===== src/common/eess_pkg.sv =====
package eess_pkg;

	localparam int SRC_COUNT = 16;
	localparam int SD_COUNT  = 8;

	localparam logic [3:0] ADDR_START_EN_LO   = 4'h0;
	localparam logic [3:0] ADDR_START_EN_HI   = 4'h1;
	localparam logic [3:0] ADDR_START_MODE_LO = 4'h2;
	localparam logic [3:0] ADDR_START_MODE_HI = 4'h3;
	localparam logic [3:0] ADDR_END_EN_LO     = 4'h4;
	localparam logic [3:0] ADDR_END_EN_HI     = 4'h5;
	localparam logic [3:0] ADDR_END_MODE_LO   = 4'h6;
	localparam logic [3:0] ADDR_END_MODE_HI   = 4'h7;
	localparam logic [3:0] ADDR_SD_CTRL       = 4'h8;
	localparam logic [3:0] ADDR_SD_SRC_EN     = 4'h9;
	localparam logic [3:0] ADDR_POLARITY      = 4'hA;

	localparam int SD_FLAG_BIT    = 7;
	localparam int SD_RESTART_BIT = 6;
	localparam int SD_BD_LSB      = 4;
	localparam int SD_AC_LSB      = 2;

	localparam logic [7:0]  RST_BYTE    = 8'h00;
	localparam logic [15:0] RST_WORD    = 16'h0000;
	localparam logic [1:0]  RST_OVR_BD  = 2'h1;
	localparam logic [1:0]  RST_OVR_AC  = 2'h1;
	localparam logic [3:0]  RST_POL     = 4'h0;

	localparam logic [1:0] OVR_HIGH     = 2'h3;
	localparam logic [1:0] OVR_LOW      = 2'h2;
	localparam logic [1:0] OVR_TRISTATE = 2'h1;
	localparam logic [1:0] OVR_INACTIVE = 2'h0;

	// Timer sources trip on high, all others on low
	localparam logic [7:0] SD_HIGH_ACTIVE = 8'hC0;

	typedef struct packed {
		logic [15:0] cur;
		logic [15:0] prev;
		logic        edge_hit;
		logic        level_hit;
	} eess_det_state_type;

	typedef struct packed {
		logic [15:0] start_en;
		logic [15:0] start_mode;
		logic [15:0] end_en;
		logic [15:0] end_mode;
		logic        sd_flag;
		logic        auto_restart;
		logic [1:0]  ovr_bd;
		logic [1:0]  ovr_ac;
		logic [7:0]  sd_src_en;
		logic [3:0]  polarity;
		logic        override_active;
		logic [7:0]  sd_sample;
		logic [7:0]  rdata;
		logic [3:0]  out;
		logic [3:0]  oe_n;
	} eess_top_state_type;

endpackage


===== src/common/eess_evt_if.sv =====
`timescale 1ns/1ps
interface eess_evt_if;
	logic [15:0] enable;
	logic [15:0] mode;
	logic [15:0] src;
	logic        edge_hit;
	logic        level_hit;

	modport det (
		input  enable,
		input  mode,
		input  src,
		output edge_hit,
		output level_hit
	);
	modport ctl (
		output enable,
		output mode,
		output src,
		input  edge_hit,
		input  level_hit
	);
endinterface


===== src/design/eess_top.sv =====
`timescale 1ns/1ps
module eess_top (
	input  wire logic        CLK,
	input  wire logic        RESET,
	input  wire logic [3:0]  ADDR,
	input  wire logic [7:0]  WDATA,
	input  wire logic        WR,
	input  wire logic        RD,
	output wire logic [7:0]  RDATA,
	input  wire logic [15:0] EVENT_SRC,
	input  wire logic [7:0]  SHUTDOWN_SRC,
	input  wire logic [3:0]  WAVE,
	output wire logic        START_IMM,
	output wire logic        START_DLY_REQ,
	output wire logic        END_IMM,
	output wire logic        END_DLY_REQ,
	output wire logic        SHUTDOWN,
	output wire logic        PRIMARY_OUTPUT_A,
	output wire logic        OUTPUT_B,
	output wire logic        OUTPUT_C,
	output wire logic        OUTPUT_D,
	output wire logic        OE_N_A,
	output wire logic        OE_N_B,
	output wire logic        OE_N_C,
	output wire logic        OE_N_D
);
	eess_pkg::eess_top_state_type st;
	eess_pkg::eess_top_state_type next_st;
	eess_evt_if                   start_io ();
	eess_evt_if                   end_io ();
	logic [7:0]                   sd_trip;
	logic                         sd_req;
	logic                         start_hit;
	logic                         shut_out;
	logic                         wr_ctrl;

	assign start_io.enable = st.start_en;
	assign start_io.mode   = st.start_mode;
	assign start_io.src    = EVENT_SRC;
	assign end_io.enable   = st.end_en;
	assign end_io.mode     = st.end_mode;
	assign end_io.src      = EVENT_SRC;

	eess_event_detect #(
		.ACTIVE (1'b1)
	) u_start_detect (
		.clk   (CLK),
		.reset (RESET),
		.io    (start_io.det)
	);

	eess_event_detect #(
		.ACTIVE (1'b0)
	) u_end_detect (
		.clk   (CLK),
		.reset (RESET),
		.io    (end_io.det)
	);

	assign start_hit = start_io.edge_hit | start_io.level_hit;

	// Bit 0 pin, 1-4 comparators, 5 logic cell trip low; 7-6 trip high
	assign sd_trip = st.sd_src_en & (st.sd_sample
		^ ~eess_pkg::SD_HIGH_ACTIVE);
	assign sd_req  = |sd_trip;
	assign wr_ctrl = WR && (ADDR == eess_pkg::ADDR_SD_CTRL);

	// Outputs stay overridden after the flag drops, until a start event
	assign shut_out = st.sd_flag | st.override_active;

	function automatic logic [1:0] pin_level(
		input logic [1:0] code,
		input logic       wave,
		input logic       pol,
		input logic       shut
	);
		logic [1:0] res;
		res = {wave ^ pol, 1'b0};
		if (shut) begin
			case (code)
				eess_pkg::OVR_HIGH:     res = 2'b10;
				eess_pkg::OVR_LOW:      res = 2'b00;
				eess_pkg::OVR_TRISTATE: res = 2'b01;
				eess_pkg::OVR_INACTIVE: res = {pol, 1'b0};
				default:                res = 2'b01;
			endcase
		end
		return res;
	endfunction

	always_comb begin
		logic [1:0] lvl;
		lvl     = 2'b00;
		next_st = st;
		next_st.sd_sample = SHUTDOWN_SRC;

		if (WR) begin
			case (ADDR)
				eess_pkg::ADDR_START_EN_LO:   next_st.start_en[7:0] = WDATA;
				eess_pkg::ADDR_START_EN_HI:   next_st.start_en[15:8] = WDATA;
				eess_pkg::ADDR_START_MODE_LO: next_st.start_mode[7:0] = WDATA;
				eess_pkg::ADDR_START_MODE_HI: next_st.start_mode[15:8] = WDATA;
				eess_pkg::ADDR_END_EN_LO:     next_st.end_en[7:0] = WDATA;
				eess_pkg::ADDR_END_EN_HI:     next_st.end_en[15:8] = WDATA;
				eess_pkg::ADDR_END_MODE_LO:   next_st.end_mode[7:0] = WDATA;
				eess_pkg::ADDR_END_MODE_HI:   next_st.end_mode[15:8] = WDATA;
				eess_pkg::ADDR_SD_CTRL: begin
					next_st.auto_restart =
						WDATA[eess_pkg::SD_RESTART_BIT];
					next_st.ovr_bd =
						WDATA[eess_pkg::SD_BD_LSB +: 2];
					next_st.ovr_ac =
						WDATA[eess_pkg::SD_AC_LSB +: 2];
				end
				eess_pkg::ADDR_SD_SRC_EN: next_st.sd_src_en = WDATA;
				eess_pkg::ADDR_POLARITY:  next_st.polarity = WDATA[3:0];
				default: begin
				end
			endcase
		end

		// A live trip wins over a software clear in the same cycle
		if (sd_req) begin
			next_st.sd_flag = 1'b1;
		end else if (wr_ctrl) begin
			next_st.sd_flag = WDATA[eess_pkg::SD_FLAG_BIT];
		end else if (st.auto_restart) begin
			next_st.sd_flag = 1'b0;
		end

		if (st.sd_flag) begin
			next_st.override_active = 1'b1;
		end else if (start_hit) begin
			next_st.override_active = 1'b0;
		end

		next_st.rdata = 8'h00;
		if (RD) begin
			case (ADDR)
				eess_pkg::ADDR_START_EN_LO:   next_st.rdata = st.start_en[7:0];
				eess_pkg::ADDR_START_EN_HI:   next_st.rdata = st.start_en[15:8];
				eess_pkg::ADDR_START_MODE_LO: next_st.rdata = st.start_mode[7:0];
				eess_pkg::ADDR_START_MODE_HI: next_st.rdata = st.start_mode[15:8];
				eess_pkg::ADDR_END_EN_LO:     next_st.rdata = st.end_en[7:0];
				eess_pkg::ADDR_END_EN_HI:     next_st.rdata = st.end_en[15:8];
				eess_pkg::ADDR_END_MODE_LO:   next_st.rdata = st.end_mode[7:0];
				eess_pkg::ADDR_END_MODE_HI:   next_st.rdata = st.end_mode[15:8];
				eess_pkg::ADDR_SD_CTRL: begin
					next_st.rdata = {st.sd_flag, st.auto_restart,
						st.ovr_bd, st.ovr_ac, 2'b00};
				end
				eess_pkg::ADDR_SD_SRC_EN: next_st.rdata = st.sd_src_en;
				eess_pkg::ADDR_POLARITY:  next_st.rdata = {4'h0, st.polarity};
				default:                  next_st.rdata = 8'h00;
			endcase
		end

		// Index 0 is A, 1 is B, 2 is C, 3 is D
		for (int i = 0; i < 4; i++) begin
			lvl = pin_level(i[0] ? st.ovr_bd : st.ovr_ac, WAVE[i],
				st.polarity[i], shut_out);
			next_st.out[i]  = lvl[1];
			next_st.oe_n[i] = lvl[0];
		end
	end

	always_ff @(posedge CLK) begin
		if (RESET) begin
			st                 <= '0;
			st.start_en        <= eess_pkg::RST_WORD;
			st.start_mode      <= eess_pkg::RST_WORD;
			st.end_en          <= eess_pkg::RST_WORD;
			st.end_mode        <= eess_pkg::RST_WORD;
			st.ovr_bd          <= eess_pkg::RST_OVR_BD;
			st.ovr_ac          <= eess_pkg::RST_OVR_AC;
			st.sd_src_en       <= eess_pkg::RST_BYTE;
			st.polarity        <= eess_pkg::RST_POL;
			st.sd_sample       <= eess_pkg::RST_BYTE;
			st.rdata           <= eess_pkg::RST_BYTE;
		end else begin
			st <= next_st;
		end
	end

	assign RDATA            = st.rdata;
	assign START_IMM        = start_io.level_hit;
	assign START_DLY_REQ    = start_io.edge_hit;
	assign END_IMM          = end_io.level_hit;
	assign END_DLY_REQ      = end_io.edge_hit;
	assign SHUTDOWN         = st.sd_flag;
	assign PRIMARY_OUTPUT_A = st.out[0];
	assign OUTPUT_B         = st.out[1];
	assign OUTPUT_C         = st.out[2];
	assign OUTPUT_D         = st.out[3];
	assign OE_N_A           = st.oe_n[0];
	assign OE_N_B           = st.oe_n[1];
	assign OE_N_C           = st.oe_n[2];
	assign OE_N_D           = st.oe_n[3];
endmodule


===== src/design/eess_event_detect.sv =====
`timescale 1ns/1ps
module eess_event_detect #(
	parameter bit ACTIVE = 1'b1
) (
	input wire logic   clk,
	input wire logic   reset,
	eess_evt_if.det    io
);
	eess_pkg::eess_det_state_type st;
	eess_pkg::eess_det_state_type next_st;
	logic [15:0]                  act_now;
	logic [15:0]                  act_before;

	// Sources are resampled so one transition gives one event
	assign act_now    = ACTIVE ? st.cur : ~st.cur;
	assign act_before = ACTIVE ? st.prev : ~st.prev;

	always_comb begin
		next_st      = st;
		next_st.cur  = io.src;
		next_st.prev = st.cur;
		// All enabled sources act together, disabled ones never
		next_st.edge_hit  = |(io.enable & io.mode & act_now
			& ~act_before);
		next_st.level_hit = |(io.enable & ~io.mode
			& act_now);
	end

	always_ff @(posedge clk) begin
		if (reset) begin
			st <= '0;
		end else begin
			st <= next_st;
		end
	end

	assign io.edge_hit  = st.edge_hit;
	assign io.level_hit = st.level_hit;
endmodule


===== config.mk =====
export PLATFORM = sky130hd
export DESIGN_NAME = eess_top
export DESIGN_NICKNAME = d
export VERILOG_FILES = /design/src/common/eess_pkg.sv /design/src/common/eess_evt_if.sv /design/src/design/eess_top.sv /design/src/design/eess_event_detect.sv
export SDC_FILE = /design/constraint.sdc
export NUM_CORES = 1
export LEC_CHECK = 0
export ABC_CLOCK_PERIOD_IN_PS = 1400
export CORE_UTILIZATION = 44
export CTS_CLUSTER_DIAMETER = 50
export DETAILED_ROUTE_END_ITERATION = 7
export DONT_BUFFER_PORTS = 1
export GPL_TIMING_DRIVEN = 0
export SLEW_MARGIN = 20
export SYNTH_ARGS = -nofsm -noshare
export SYNTH_HDL_FRONTEND = slang
export SYNTH_HIERARCHICAL = 1
export SYNTH_SLANG_ARGS = --single-unit

===== constraint.sdc =====
create_clock -name CLK -period 1.4 [get_ports CLK]
set_input_delay 0.28 -clock CLK [delete_from_list [all_inputs] [get_ports CLK]]
set_output_delay 0.28 -clock CLK [all_outputs]
set_load 0.05 [all_outputs]

==> metrics.txt <==
post-layout min period ~1.4 ns; Yosys warning total 6; transition time of the tightest slew-check pin 0.856 ns; number of cell rows 46; mapped cell area ~7000 um2; sequential area share after synthesis 0.484; compound-gate portion of the synthesized area 0.145; worst min-delay path category input pin to flip-flop; Die Span Y ~130 um; Final setup violation count 1; DP HPWL around 17 mm; Most Used Layer, Global Route met2; register bit total from synthesis ~170; Clk Latency, worst-skew pair approximately 0.43 ns; syn nets about 840; Die Outline Area about 17000 um2; failing checks setup timing; post-route DRC violation count 0; instance count along the most critical hold path 1; met3 routing resource usage after global routing 0.0553; worst voltage drop across the vdd grid approximately 830 uV; largest net degree at the start of global routing 17; post-route worst setup slack -0.0164 ns; Critical Path Start Type flip-flop; register-to-register setup slack -0.02 ns; launching point of the worst reg2reg path end_io.enable[1]$_SDFFE_PP0P_; simple logic cell fraction of the synthesized area 0.272; critical path's largest stage delay roughly 0.55 ns; area growth from synthesis to layout 17.3%; core footprint between 15000 and 20000 um2; count of maximum capacitance violations 0; xor/xnor share of the synthesized area 0; initial detailed-routing violation count just under 800; endpoint of the worst hold path u_start_detect/act_now[14]$_SDFF_PP0_; hold violation count in the final report 0; global-route wire length before repair between 30 and 40 mm; post-CTS clock slew at the launch and capture registers of the worst setup and hold paths 0.06 ns; pwr dens 1260 nW/um2; Worst Path Class, Setup flip-flop to flip-flop; commonest non-fill, non-tap cell in the layout sky130_fd_sc_hd__dfxtp_1; Max Freq 706 MHz; Initial Utilization 0.450; CTS HTree Levels 4; fraction of synthesized area in multiplexers 0.0525; average vias per placed instance between 5 and 6; total congestion overflow after global routing 0; Setup TNS Final -0.0164 ns; antenna violations before repair 0; Post-synth EDFFs 0; gate count of the mapped netlist just under 800; commonest cells after routing, fill and taps aside sky130_fd_sc_hd__dfxtp_1 (160), sky130_fd_sc_hd__nor2b_1 (80), sky130_fd_sc_hd__nand2_1 (80); die boundary width ~130 um; I/O Buffers 0; critical path's slowest cell sky130_fd_sc_hd__or4_4; proportion of layout cells with a drive suffix above 1 0.125; drt total wl roughly 24 mm; synth unique cells 54; gr usage total 0.297; largest family of logic cells by synthesized area simple AND/OR/NAND/NOR gates; routed len/inst around 22 um; final period utilization 1.01; setup repair after global routing missed its margin yes; number of fill cells approximately 1500; number of max-slew violations in the final report 0; HP Start EVENT_SRC[14]; run status finished, violations left; Setup crit end kind flip-flop; CTS tree yes; number of nets in the final layout ~890; arrival time of data at the critical path endpoint between 1.5 and 2 ns; count of nets left with antenna violations after detail routing 0; Adder-Cell Fraction of Synth Area 0; final core utilization 0.528; highest net fanout along the worst path 2; GP Congestion between 0.9 and 1; sequence of cells on the critical path nor3b_1, or4_4, nor4_4, a31oi_1; clock buffers created by TritonCTS 17; count of cells along the worst register-to-register path 4; final worst hold slack 0.0177 ns; clock skew after layout between 0.005 and 0.006 ns; total number of vias about 6400; M2 GR Usage 0.483; root buf cell sky130_fd_sc_hd__clkbuf_16; Antenna diodes 0; M1 GR Usage 0.383; share of async-settable or async-resettable flops after synthesis 0; Reg2Reg Capture Point u_end_detect/io.level_hit$_SDFF_PP0_; Top Ports 65; number of global-route vias before repair 6088; Required @ worst endpoint about 1.7 ns; Most used DFF post-synth sky130_fd_sc_hd__dfxtp_1; worst slew margin relative to its limit 0.429; sum of internal, switching and leakage power 10.6 mW; per-instance average area after synthesis 9.00 um2; largest buffer count on any clock path 2; number of iterations in the first detailed-routing pass 5; Lkg Pwr roughly 3 nW; TritonCTS sink count ~170
==> state kept, by name (all words and copies together), names as in the netlist, 8 cells and up <==
register                   flops
u_end_detect/next_st          16
RDATA                          8
end_io.mode                   16
u_end_detect/st               16
u_start_detect/act_now        16
start_io.mode                 16
start_io.enable               16
u_start_detect/act_before     16
st                            26
end_io.enable                 16
==> kinds of logic after synthesis <==
group | after synthesis
buffers and inverters | 72
DFF | 173
and+or+nand+nor | 341
muxes | 34
AOI/OAI and AO/OA | 175
==> critical path: cells and delay by family, from the launching register on <==
family | cells | cell delay (ns)
simple gates | 3 | 0.83
flops | 1 | 0.33
compound gates | 1 | 0.12
==> cell type report <==
class / count / area [um2] / share of cell area
buffer: 61 / 315 / 0.0376
clock buffer: 20 / 457 / 0.0544
clock inverter: 12 / 114 / 0.0136
tap: 216 / 270 / 0.0322
sequential: 173 / 3500 / 0.417
timing repair buffer: 30 / 295 / 0.0352
inverter: 10 / 37.5 / 0.00447
multi-input combinational: 550 / 3400 / 0.406
==> synthesized netlist by cell type, types with 15 or more instances <==
cell	n	area share
sky130_fd_sc_hd__a21oi_1	70	0.049
sky130_fd_sc_hd__dfxtp_1	173	0.48
sky130_fd_sc_hd__o21ai_0	47	0.033
sky130_fd_sc_hd__nand2_1	81	0.042
sky130_fd_sc_hd__clkbuf_1	34	0.018
sky130_fd_sc_hd__mux2i_1	24	0.034
sky130_fd_sc_hd__buf_2	15	0.010
sky130_fd_sc_hd__nor2b_1	81	0.071
sky130_fd_sc_hd__nand4b_1	32	0.039
sky130_fd_sc_hd__nand3b_1	15	0.016
sky130_fd_sc_hd__nor3b_1	18	0.019
sky130_fd_sc_hd__nor2_1	40	0.021
sky130_fd_sc_hd__nand3_1	34	0.024
==> how the worst max path moves through the flow <==
stage,start,end,cells past startpoint
detailed placement,RESET,start_io.mode[11]$_SDFFE_PP0P_,4
global placement,ADDR[1],RDATA[6]$_SDFF_PP0_,6
floorplan,ADDR[3],start_io.mode[12]$_SDFFE_PP0P_,6
CTS,end_io.enable[8]$_SDFFE_PP0P_,u_end_detect/io.level_hit$_SDFF_PP0_,4
global route,end_io.enable[1]$_SDFFE_PP0P_,u_end_detect/io.level_hit$_SDFF_PP0_,4
finish,end_io.enable[1]$_SDFFE_PP0P_,u_end_detect/io.level_hit$_SDFF_PP0_,4
==> metrics by stage <==
stage	worst slack, ns	instance area [um2]	cells
CTS	-0.0274	8280	1065
floorplan	-0.00388	7170	795
global placement	-0.404	7440	1011
finish	-0.0164	8390	1072
global route	-0.0685	8390	1072
detailed placement	-0.456	7440	1011
==> routing by layer <==
layer | part of all wire | up-vias
li1 | - | 2911
met1 | 0.42 | 3096
met2 | 0.47 | 341
met3 | 0.082 | 59
met4 | 0.031 | 0
met5 | 0 | -
==> power breakdown <==
part / internal, mW / switching (mW)
clock: 2.56 / 1.99
sequential: 5.07 / 0.191
combinational: 0.285 / 0.478
total: 7.91 / 2.66
==> what timing repair did <==
action / in CTS / in global routing
hold endpoints to repair: 29 / 8
hold buffers: 20 / 8
pin swaps: 0 / 2
endpoints found under the setup margin: 13 / 32
setup buffers: 2 / 0
resized for setup: 20 / 18
Power figures use the tool's default switching activity.
